### src/hdl/rid_pkg.sv
// Contract
// - Instruction is one 14-bit word, opcode plus operands
// - Three groups: byte, bit, literal/control
// - Destination zero writes accumulator, one writes file
// - File operand is 7-bit address 0x00-0x7F
// - Bit operand picks one bit of register
// - Literal is 8-bit data or 11-bit target
// - Don't-care bits never change behaviour
// - Every file instruction reads, modifies, then stores; the bit-test skips here read but store nothing
// - Port read phase counts as a port read
// - Instruction cycle is four oscillator periods
// - One cycle; two when skip or branch taken
// - Unassigned opcodes are reserved, behaviour undefined
// - Port operand is pin levels, not latch
`default_nettype none
package rid_pkg;
  localparam int PC_W = 13;
  localparam int STACK_D = 8;
  localparam logic [6:0] PORT_B_ADDR = 7'h06;
  localparam logic [12:0] PC_RESET = 13'h0000;
  localparam logic [13:0] NOP_WORD = 14'h0000;
  localparam logic [7:0] ACC_RESET = 8'h00;
  localparam logic [2:0] STAT_RESET = 3'h0;
  localparam logic [2:0] SP_RESET = 3'h0;
  localparam int ST_C = 0;
  localparam int ST_DC = 1;
  localparam int ST_Z = 2;
  localparam logic [2:0] UPD_NONE = 3'h0;
  localparam logic [2:0] UPD_C = 3'h1;
  localparam logic [2:0] UPD_Z = 3'h4;
  localparam logic [2:0] UPD_ALL = 3'h7;

  // Four oscillator periods of one instruction cycle
  typedef enum logic [1:0] {PH_Q1, PH_Q2, PH_Q3, PH_Q4} rid_phase_t;
  typedef enum logic [1:0] {GRP_BYTE, GRP_BIT, GRP_LIT} rid_grp_t;
  typedef enum logic [3:0] {
    K_BYTE, K_BIT, K_LIT, K_CALL, K_GOTO, K_RET, K_RETFIE,
    K_RETLW, K_SLEEP, K_CLRWDT, K_NOP, K_RSVD
  } rid_kind_t;
  typedef enum logic [3:0] {
    A_PASS_A, A_PASS_B, A_ZERO, A_ADD, A_SUB, A_INC, A_DEC, A_IOR,
    A_AND, A_XOR, A_COM, A_RR, A_RL, A_SWAP, A_BCLR, A_BSET
  } rid_alu_t;

  typedef struct packed {
    rid_grp_t grp;
    rid_kind_t kind;
    rid_alu_t alu;
    logic d;
    logic [6:0] f;
    logic [2:0] b;
    logic [7:0] k8;
    logic [10:0] k11;
    logic use_file;
    logic use_k;
    logic wr_file;
    logic wr_w;
    logic skip_z;
    logic skip_bit;
    logic skip_set;
    logic [2:0] upd;
  } rid_dec_t;

  typedef struct packed {
    logic sleep;
    logic wdt_clr;
    logic int_ret;
  } rid_evt_t;
endpackage : rid_pkg
`default_nettype wire

### src/hdl/rid_alu.sv
`timescale 1ns/1ps
`default_nettype none
module rid_alu (
  input wire rid_pkg::rid_alu_t op, // Operation
  input wire logic [7:0] a, // Accumulator
  input wire logic [7:0] b, // File value or literal
  input wire logic cin, // Carry in
  input wire logic [2:0] bsel, // Bit number
  output logic [7:0] res, // Result
  output logic cout, // Carry out
  output logic dcout // Nibble carry out
);
  logic [8:0] s;
  logic [4:0] h;

  // Subtract is b - a; carry set means no borrow
  always_comb
  begin
    s = 9'h000;
    h = 5'h00;
    res = b;
    cout = cin;
    dcout = 1'b0;
    unique case (op)
      rid_pkg::A_PASS_A: res = a;
      rid_pkg::A_PASS_B: res = b;
      rid_pkg::A_ZERO: res = 8'h00;
      rid_pkg::A_ADD:
      begin
        s = {1'b0, b} + {1'b0, a};
        h = {1'b0, b[3:0]} + {1'b0, a[3:0]};
      end
      rid_pkg::A_SUB:
      begin
        s = {1'b0, b} + {1'b0, ~a} + 9'h001;
        h = {1'b0, b[3:0]} + {1'b0, ~a[3:0]} + 5'h01;
      end
      rid_pkg::A_INC: res = b + 8'h01;
      rid_pkg::A_DEC: res = b - 8'h01;
      rid_pkg::A_IOR: res = a | b;
      rid_pkg::A_AND: res = a & b;
      rid_pkg::A_XOR: res = a ^ b;
      rid_pkg::A_COM: res = ~b;
      rid_pkg::A_RR:
      begin
        res = {cin, b[7:1]};
        cout = b[0];
      end
      rid_pkg::A_RL:
      begin
        res = {b[6:0], cin};
        cout = b[7];
      end
      rid_pkg::A_SWAP: res = {b[3:0], b[7:4]};
      rid_pkg::A_BCLR: res = b & ~(8'h01 << bsel);
      rid_pkg::A_BSET: res = b | (8'h01 << bsel);
    endcase
    if (op == rid_pkg::A_ADD || op == rid_pkg::A_SUB)
    begin
      res = s[7:0];
      cout = s[8];
      dcout = h[4];
    end
  end
endmodule : rid_alu
`default_nettype wire

### src/hdl/rid_core.sv
`timescale 1ns/1ps
`default_nettype none
module rid_core (
  input wire logic clock, // Core oscillator
  input wire logic rstn, // Reset, active low
  input wire logic [13:0] instr, // Word at prog_addr
  input wire logic [1:0] page, // Upper jump target bits
  output logic [12:0] prog_addr, // Fetch address
  output logic [6:0] file_addr, // File register address
  output logic file_rd, // File read strobe
  input wire logic [7:0] file_rdata, // File read data
  input wire logic [7:0] port_b_pins, // Port pin levels
  output logic port_read, // Port read happened
  output logic file_we, // File write strobe
  output logic [7:0] file_wdata, // File write data
  output logic [7:0] acc, // Working accumulator
  output logic [2:0] status, // Z, DC, C
  output var rid_pkg::rid_phase_t phase, // Current phase
  output logic nop_cycle, // Flushed cycle
  output var rid_pkg::rid_evt_t evt // Control pulses
);
  logic rst_meta_q;
  logic rst_n;
  rid_pkg::rid_phase_t phase_q;
  logic [13:0] ir_q;
  logic flush_q;
  logic [12:0] pc_q;
  logic [12:0] stack_q [rid_pkg::STACK_D];
  logic [2:0] sp_q;
  logic [6:0] file_addr_q;
  logic file_rd_q;
  logic port_read_q;
  logic file_we_q;
  logic [7:0] file_wdata_q;
  logic [7:0] opnd_q;
  logic [7:0] w_q;
  logic [2:0] status_q;
  rid_pkg::rid_evt_t evt_q;
  rid_pkg::rid_dec_t dec;
  logic [7:0] alu_b;
  logic [7:0] alu_res;
  logic alu_c;
  logic alu_dc;
  logic exec;
  logic branch;
  logic skip;
  logic taken;
  logic is_q4;

  // Reset release through two flops
  always_ff @(posedge clock or negedge rstn)
  begin
    if (!rstn)
    begin
      rst_meta_q <= 1'b0;
      rst_n <= 1'b0;
    end
    else
    begin
      rst_meta_q <= 1'b1;
      rst_n <= rst_meta_q;
    end
  end

  rid_fields u_fields (
    .instr(ir_q),
    .dec(dec)
  );

  assign alu_b = dec.use_k ? dec.k8 : opnd_q;

  rid_alu u_alu (
    .op(dec.alu),
    .a(w_q),
    .b(alu_b),
    .cin(status_q[rid_pkg::ST_C]),
    .bsel(dec.b),
    .res(alu_res),
    .cout(alu_c),
    .dcout(alu_dc)
  );

  // A flushed cycle runs as an empty slot
  assign exec = !flush_q;
  assign is_q4 = phase_q == rid_pkg::PH_Q4;
  assign branch = dec.kind inside {rid_pkg::K_CALL, rid_pkg::K_GOTO,
    rid_pkg::K_RET, rid_pkg::K_RETFIE, rid_pkg::K_RETLW};
  assign skip = (dec.skip_z && alu_res == 8'h00) ||
    (dec.skip_bit && opnd_q[dec.b] == dec.skip_set);
  assign taken = exec && (branch || skip);

  // Phase sequencer, one step per oscillator period
  always_ff @(posedge clock or negedge rst_n)
  begin
    if (!rst_n)
      phase_q <= rid_pkg::PH_Q1;
    else
      unique case (phase_q)
        rid_pkg::PH_Q1: phase_q <= rid_pkg::PH_Q2;
        rid_pkg::PH_Q2: phase_q <= rid_pkg::PH_Q3;
        rid_pkg::PH_Q3: phase_q <= rid_pkg::PH_Q4;
        rid_pkg::PH_Q4: phase_q <= rid_pkg::PH_Q1;
      endcase
  end

  // Fetch at Q4 overlaps execution; a taken change marks it stale
  always_ff @(posedge clock or negedge rst_n)
  begin
    if (!rst_n)
    begin
      ir_q <= rid_pkg::NOP_WORD;
      flush_q <= 1'b0;
      pc_q <= rid_pkg::PC_RESET;
      sp_q <= rid_pkg::SP_RESET;
    end
    else if (is_q4)
    begin
      ir_q <= instr;
      flush_q <= taken;
      pc_q <= pc_q + 13'h0001;
      if (exec)
        unique case (dec.kind)
          rid_pkg::K_CALL:
          begin
            pc_q <= {page, dec.k11};
            sp_q <= sp_q + 3'h1;
          end
          rid_pkg::K_GOTO: pc_q <= {page, dec.k11};
          rid_pkg::K_RET, rid_pkg::K_RETFIE, rid_pkg::K_RETLW:
          begin
            pc_q <= stack_q[sp_q - 3'h1];
            sp_q <= sp_q - 3'h1;
          end
          default: pc_q <= pc_q + 13'h0001;
        endcase
    end
  end

  // Return stack wraps silently on overflow, like a ring
  always_ff @(posedge clock)
  begin
    if (is_q4 && exec && dec.kind == rid_pkg::K_CALL)
      stack_q[sp_q] <= pc_q;
  end

  // Address in Q2, read in Q3, even for write-only forms
  always_ff @(posedge clock or negedge rst_n)
  begin
    if (!rst_n)
    begin
      file_addr_q <= 7'h00;
      file_rd_q <= 1'b0;
      port_read_q <= 1'b0;
    end
    else
    begin
      if (phase_q == rid_pkg::PH_Q1)
        file_addr_q <= dec.f;
      file_rd_q <= phase_q == rid_pkg::PH_Q2 && exec
        && dec.use_file;
      // Reading the port clears its change mismatch
      port_read_q <= phase_q == rid_pkg::PH_Q2 && exec
        && dec.use_file && dec.f == rid_pkg::PORT_B_ADDR;
    end
  end

  // Operand capture; the port reads its pins, not its latch
  always_ff @(posedge clock or negedge rst_n)
  begin
    if (!rst_n)
      opnd_q <= 8'h00;
    else if (file_rd_q)
      opnd_q <= (file_addr_q == rid_pkg::PORT_B_ADDR) ?
        port_b_pins : file_rdata;
  end

  // Store at end of Q4 by destination select
  always_ff @(posedge clock or negedge rst_n)
  begin
    if (!rst_n)
    begin
      file_we_q <= 1'b0;
      file_wdata_q <= 8'h00;
    end
    else
    begin
      file_we_q <= is_q4 && exec && dec.wr_file;
      if (is_q4)
        file_wdata_q <= alu_res;
    end
  end

  // Accumulator and flags
  always_ff @(posedge clock or negedge rst_n)
  begin
    if (!rst_n)
    begin
      w_q <= rid_pkg::ACC_RESET;
      status_q <= rid_pkg::STAT_RESET;
    end
    else if (is_q4 && exec)
    begin
      if (dec.wr_w)
        w_q <= alu_res;
      if (dec.upd[rid_pkg::ST_Z])
        status_q[rid_pkg::ST_Z] <= alu_res == 8'h00;
      if (dec.upd[rid_pkg::ST_DC])
        status_q[rid_pkg::ST_DC] <= alu_dc;
      if (dec.upd[rid_pkg::ST_C])
        status_q[rid_pkg::ST_C] <= alu_c;
    end
  end

  // One-clock control pulses; reserved words raise none
  always_ff @(posedge clock or negedge rst_n)
  begin
    if (!rst_n)
      evt_q <= '0;
    else
    begin
      evt_q.sleep <= is_q4 && exec && dec.kind == rid_pkg::K_SLEEP;
      evt_q.wdt_clr <= is_q4 && exec && dec.kind == rid_pkg::K_CLRWDT;
      evt_q.int_ret <= is_q4 && exec && dec.kind == rid_pkg::K_RETFIE;
    end
  end

  assign prog_addr = pc_q;
  assign file_addr = file_addr_q;
  assign file_rd = file_rd_q;
  assign port_read = port_read_q;
  assign file_we = file_we_q;
  assign file_wdata = file_wdata_q;
  assign acc = w_q;
  assign status = status_q;
  assign phase = phase_q;
  assign nop_cycle = flush_q;
  assign evt = evt_q;

  phase_order_a:
  assert property (@(posedge clock) disable iff (!rst_n)
    phase_q == rid_pkg::PH_Q1 |=> phase_q == rid_pkg::PH_Q2 ##1
    phase_q == rid_pkg::PH_Q3 ##1 phase_q == rid_pkg::PH_Q4 ##1
    phase_q == rid_pkg::PH_Q1)
  else $error("phase order broken");

  rmw_read_first_a:
  assert property (@(posedge clock) disable iff (!rst_n)
    file_we_q |-> $past(file_rd_q, 2))
  else $error("file write without prior read");

  port_read_a:
  assert property (@(posedge clock) disable iff (!rst_n)
    file_rd_q && file_addr_q == rid_pkg::PORT_B_ADDR |-> port_read_q)
  else $error("port read not flagged");

  port_pins_a:
  assert property (@(posedge clock) disable iff (!rst_n)
    file_rd_q && file_addr_q == rid_pkg::PORT_B_ADDR
    |=> opnd_q == $past(port_b_pins))
  else $error("port operand not pin levels");

  dest_sel_a:
  assert property (@(posedge clock) disable iff (!rst_n)
    is_q4 && exec && dec.kind == rid_pkg::K_BYTE && dec.use_file
    |=> file_we_q == $past(dec.d))
  else $error("destination select ignored");

  addr_field_a:
  assert property (@(posedge clock) disable iff (!rst_n)
    file_rd_q |-> file_addr_q == ir_q[6:0])
  else $error("file address not from operand");

  bit_write_a:
  assert property (@(posedge clock) disable iff (!rst_n)
    file_we_q && $past(ir_q[13:12]) == 2'b01
    |-> file_wdata_q[$past(ir_q[9:7])] == $past(ir_q[10]))
  else $error("wrong bit set or cleared");

  jump_target_a:
  assert property (@(posedge clock) disable iff (!rst_n)
    is_q4 && exec && dec.kind == rid_pkg::K_GOTO
    |=> prog_addr[10:0] == $past(ir_q[10:0]))
  else $error("jump target not eleven-bit literal");

  flush_len_a:
  assert property (@(posedge clock) disable iff (!rst_n)
    is_q4 && taken |=> flush_q [*4] ##1 !flush_q)
  else $error("taken change not one empty cycle");

  empty_slot_a:
  assert property (@(posedge clock) disable iff (!rst_n)
    flush_q && phase_q != rid_pkg::PH_Q1 |-> !file_rd_q && !file_we_q)
  else $error("flushed cycle touched file");
endmodule : rid_core
`default_nettype wire

### src/hdl/rid_fields.sv
`timescale 1ns/1ps
`default_nettype none
module rid_fields (
  input wire logic [13:0] instr, // Executing word
  output var rid_pkg::rid_dec_t dec // Decoded fields
);
  // Split word into fields and classify
  always_comb
  begin
    dec = '0;
    dec.grp = rid_pkg::GRP_LIT;
    dec.kind = rid_pkg::K_RSVD;
    dec.alu = rid_pkg::A_PASS_B;
    dec.d = instr[7];
    dec.f = instr[6:0];
    dec.b = instr[9:7];
    dec.k8 = instr[7:0];
    dec.k11 = instr[10:0];
    dec.upd = rid_pkg::UPD_NONE;
    unique case (instr[13:12])
      2'b00:
      begin
        if (instr[11:7] == 5'h00)
        begin
          // Idle word ignores bits 6:5
          casez (instr[6:0])
            7'b??0_0000: dec.kind = rid_pkg::K_NOP;
            7'b000_1000: dec.kind = rid_pkg::K_RET;
            7'b000_1001: dec.kind = rid_pkg::K_RETFIE;
            7'b110_0011: dec.kind = rid_pkg::K_SLEEP;
            7'b110_0100: dec.kind = rid_pkg::K_CLRWDT;
            default: dec.kind = rid_pkg::K_RSVD; // Runs as idle
          endcase
        end
        else
        begin
          dec.grp = rid_pkg::GRP_BYTE;
          dec.kind = rid_pkg::K_BYTE;
          // Clear-accumulator form names no file; its f bits ignored
          dec.use_file = !(instr[11:8] == 4'h1 && !instr[7]);
          dec.wr_file = instr[7];
          dec.wr_w = !instr[7];
          dec.upd = rid_pkg::UPD_Z;
          unique case (instr[11:8])
            4'h0:
            begin
              dec.alu = rid_pkg::A_PASS_A;
              dec.upd = rid_pkg::UPD_NONE;
            end
            4'h1: dec.alu = rid_pkg::A_ZERO;
            4'h2:
            begin
              dec.alu = rid_pkg::A_SUB;
              dec.upd = rid_pkg::UPD_ALL;
            end
            4'h3: dec.alu = rid_pkg::A_DEC;
            4'h4: dec.alu = rid_pkg::A_IOR;
            4'h5: dec.alu = rid_pkg::A_AND;
            4'h6: dec.alu = rid_pkg::A_XOR;
            4'h7:
            begin
              dec.alu = rid_pkg::A_ADD;
              dec.upd = rid_pkg::UPD_ALL;
            end
            4'h8: dec.alu = rid_pkg::A_PASS_B;
            4'h9: dec.alu = rid_pkg::A_COM;
            4'ha: dec.alu = rid_pkg::A_INC;
            4'hb:
            begin
              dec.alu = rid_pkg::A_DEC;
              dec.skip_z = 1'b1;
              dec.upd = rid_pkg::UPD_NONE;
            end
            4'hc:
            begin
              dec.alu = rid_pkg::A_RR;
              dec.upd = rid_pkg::UPD_C;
            end
            4'hd:
            begin
              dec.alu = rid_pkg::A_RL;
              dec.upd = rid_pkg::UPD_C;
            end
            4'he:
            begin
              dec.alu = rid_pkg::A_SWAP;
              dec.upd = rid_pkg::UPD_NONE;
            end
            4'hf:
            begin
              dec.alu = rid_pkg::A_INC;
              dec.skip_z = 1'b1;
              dec.upd = rid_pkg::UPD_NONE;
            end
          endcase
        end
      end
      2'b01:
      begin
        dec.grp = rid_pkg::GRP_BIT;
        dec.kind = rid_pkg::K_BIT;
        dec.use_file = 1'b1;
        dec.wr_file = !instr[11];
        dec.alu = instr[10] ? rid_pkg::A_BSET : rid_pkg::A_BCLR;
        dec.skip_bit = instr[11];
        dec.skip_set = instr[10];
      end
      2'b10: dec.kind = instr[11] ? rid_pkg::K_GOTO : rid_pkg::K_CALL;
      2'b11:
      begin
        dec.use_k = 1'b1;
        dec.wr_w = 1'b1;
        dec.kind = rid_pkg::K_LIT;
        dec.upd = rid_pkg::UPD_Z;
        // Don't-care literal bits fall in the wildcards
        unique casez (instr[11:8])
          4'b00??:
          begin
            dec.upd = rid_pkg::UPD_NONE;
          end
          4'b01??:
          begin
            dec.kind = rid_pkg::K_RETLW;
            dec.upd = rid_pkg::UPD_NONE;
          end
          4'b1000: dec.alu = rid_pkg::A_IOR;
          4'b1001: dec.alu = rid_pkg::A_AND;
          4'b1010: dec.alu = rid_pkg::A_XOR;
          4'b1011:
          begin
            dec.kind = rid_pkg::K_RSVD;
            dec.wr_w = 1'b0;
            dec.upd = rid_pkg::UPD_NONE;
          end
          4'b110?:
          begin
            dec.alu = rid_pkg::A_SUB;
            dec.upd = rid_pkg::UPD_ALL;
          end
          4'b111?:
          begin
            dec.alu = rid_pkg::A_ADD;
            dec.upd = rid_pkg::UPD_ALL;
          end
        endcase
      end
    endcase
  end
endmodule : rid_fields
`default_nettype wire

### config.mk
export PLATFORM = sky130hd
export DESIGN_NAME = rid_core
export DESIGN_NICKNAME = d
export VERILOG_FILES = /design/src/hdl/rid_pkg.sv /design/src/hdl/rid_alu.sv /design/src/hdl/rid_core.sv /design/src/hdl/rid_fields.sv
export SDC_FILE = /design/constraint.sdc
export NUM_CORES = 1
export LEC_CHECK = 0
export BUFFER_PORTS_ARGS = -buffer_cell sky130_fd_sc_hd__buf_2
export CAP_MARGIN = 5
export CORE_ASPECT_RATIO = 1.4
export CORE_MARGIN = 5
export CORE_UTILIZATION = 30
export DETAILED_ROUTE_END_ITERATION = 16
export SYNTH_ARGS = -nofsm -noshare
export SYNTH_HDL_FRONTEND = slang
export SYNTH_SLANG_ARGS = --single-unit
### constraint.sdc
create_clock -name clock -period 2.8 [get_ports clock]
set_input_delay 0 -clock clock [delete_from_list [all_inputs] [get_ports clock]]
set_output_delay 0 -clock clock [all_outputs]
set_load 0.05 [all_outputs]
==> metrics.cfg <==
[placement]
dpl_worst_slack_ps=-712
routabilityCongestion=0.955
hpwl_um=30400
place.port_buffers=81

[sta]
fin_crit_sh=1.22
min_period_ps=3410
tightest_slew_ps=725
setup_viol=135
hold_ws_ps=318
tns_ps=-30800
relSlewSlack=0.517
finalHoldViolCount=0
finClkSkew_ps=16.8
slew_viol_final=0
fmax_ghz=0.293
setup_ws_ps=-610
rsz0062_at_grt=true

[power]
vdd_drop_max_v=0.000612
swShare=0.420
intPower_uw=7550
leakage_uw=0.00618
pwr-share-comb=0.510
switchingPower_uw=5470
clock_power_share=0.191
powerDensity_nw_per_um2=836
p_total_uw=13000
sequentialPowerShare=0.299

[routing]
totalWireLength_um=40600
first_iter_violations=775
final_antenna_net_count=0
drtPass1Iterations=6
drc=0
num_vias=9500
viasPerCell=5.35
wire_per_inst_um=22.9

[yosys]
synth_top_area_share=0.300
syn_area_per_cell_um2=11.4
synthCells=916
yosysSeqAreaShare=0.480
synthDistinctLibCells=95
synth_ff_type=edfxtp_1
netlist_top_cells_area=edfxtp_1 30%, dfrtp_1 18%, mux4_2 6.0%
synth_seq_cells=179
async_flop_share=0.419
yosysMostFrequentCell=edfxtp_1
yosysTopAreaCell=edfxtp_1
synth_edf_count=104
synth_warnings=0
synth_common_cells=104 x edfxtp_1, 75 x dfrtp_1, 71 x nor2_1, 63 x a21oi_1, 50 x nand2_1
syn-cell-area_um2=10400
synthesis.nets=989

[cells_and_area]
layout-drive-gt1-share=0.497
fin_nets=1384
syn_to_final_growth_pct=49.4
n_antenna_cell=0
fin_util=0.455

[clocking]
clk_latency_ps=450
cts_max_path_buffers=2
cts_buffers=17
clk_pin_slew_ps=80
cts_tree=done
htreeDepth=4
root_buffer=clkbuf_16
cts.sinks=179

[grt]
grt_pass1_vias=9960
grt_pass1_wl_um=61400
grt_max_degree=49
grt.total_usage=0.210
gr-total-overflow=0
antenna_found_initial=0

[worst_setup_path]
crit_fanout=7
crit_chain=inv_2, ha_4, o21ai_4, a211o_1, a22oi_2, and4_4, ha_4, a21oi_2, o21ai_2, xnor2_2, a211oi_2, a2111oi_2, a211oi_2, buf_4, nor2_1, nand3_1, o21ai_1
ff2ff_path_depth=17
worstPathRequired_ps=3180
worstSetupPathType=reg -> reg
cp.arrival_ps=3790
crit_path_end_kind=flip-flop
cp-start-kind=flip-flop
critPathMaxStageDelay_ps=450
timing.rr.start=ir_q[13]$_DFFE_PN0N_
cp-endpoint=nop_cycle$_DFFE_PN0N_
crit_path_top_delay_cell=dfrtp_2
startpoint=ir_q[13]$_DFFE_PN0N_
crit_buf_inv=2
cp_top_family=compound AO/OA/AOI/OAI gates
cp.depth=17
regToRegSetupSlack_ps=-610
r2r-end=nop_cycle$_DFFE_PN0N_

[run]
drv_cap=0

[floorplanning]
rows=80
core_um2=34200
start_util=0.305
io_pins=82
die_h_um=231
die_w_um=168
die-area_um2=38600

[worst_hold_path]
hold_path_class=in -> reg

[run_status]
status=finished with violations
violations=setup timing

-- worst min-delay path: cells and delay by family --
kind	cells	cell delay, ps
buffers and inverters	2	630
and+or+nand+nor	1	40
AOI/OAI and AO/OA	1	60
-- flip-flops by register name, indices dropped and copies added (netlist names), 2 cells and up --
name        count
opnd_q          8
stack_q       104
prog_addr      13
phase           2
ir_q           14
file_addr       7
file_wdata      8
status          3
sp_q            3
acc             8
evt             3
-- stage by stage --
step,area (µm²),std cells
final,15600,1775
after floorplan,10700,916
after detailed placement,13600,1667
after CTS,15400,1772
after global routing,15600,1775
after global placement,13600,1667
-- cells by family after synthesis --
| family | Yosys count | synth area share |
|---|---|---|
| other cells | 1 | 0.000360 |
| xor+xnor | 26 | 0.0218 |
| mux | 81 | 0.116 |
| compound gates | 259 | 0.179 |
| simple gates | 241 | 0.117 |
| flops | 179 | 0.480 |
| buf+inv | 89 | 0.0370 |
| fa+ha+maj | 40 | 0.0499 |
-- worst min path at each step --
stage / from / to / depth (start not counted)
finish: instr[11] / ir_q[11]$_DFFE_PN0N_ / 4
detailed placement: rstn / rst_meta_q$_DFF_PN0_ / 1
floorplan: rstn / rst_meta_q$_DFF_PN0_ / 0
global route: instr[6] / ir_q[6]$_DFFE_PN0N_ / 3
global placement: rstn / rst_meta_q$_DFF_PN0_ / 1
CTS: instr[1] / ir_q[1]$_DFFE_PN0N_ / 3
-- power groups by stage --
stage	Clock, µW	Combinational [µW]	Sequential, µW
4_1_cts	2520	6440	3890
6_report	2480	6650	3890
3_3_place_gp	0	5930	3920
5_1_grt	2650	7050	3970
3_5_place_dp	0	5940	3950
2_1_floorplan	0	2950	4540
-- layer usage --
layer / share of wire / global-route usage / vias to the layer above
met1: 0.36 / 0.223 / 4726
met3: 0.043 / 0.0298 / 125
li1: - / - / 4316
met5: 0 / 0 / -
met4: 0.056 / 0.108 / 0
met2: 0.55 / 0.399 / 333
-- area by class of cell --
cell class | count | area [µm²]
inverter | 38 | 148
tap | 451 | 564
timing repair buffer | 427 | 3400
clock buffer | 17 | 425
multi-input combinational | 648 | 5840
fill | 3218 | 18700
clock inverter | 15 | 185
sequential | 179 | 5010
-- cells in the final DEF, fill, tap and decap left out, types with 21 or more instances in the layout --
cell type,netlist,layout
mux2_2,37,35
edfxtp_1,104,104
inv_1,35,29
dlygate4sd3_1,0,34
ha_1,36,27
nor2_1,71,65
dfrtp_1,75,67
o21ai_0,39,30
nand3_1,24,21
buf_4,3,265
buf_2,13,82
buf_6,3,31
nand2_1,50,46
a21oi_1,63,41
mux4_2,28,28
-- repair_timing --
action,in CTS,in global routing
gates cloned,6,0
buffers inserted,33,10
hold endpoints to repair,26,0
resized for setup,123,47
hold buffers,34,0
pin swaps,45,35
endpoints found under the setup margin,140,140
Power figures use the tool's default switching activity.
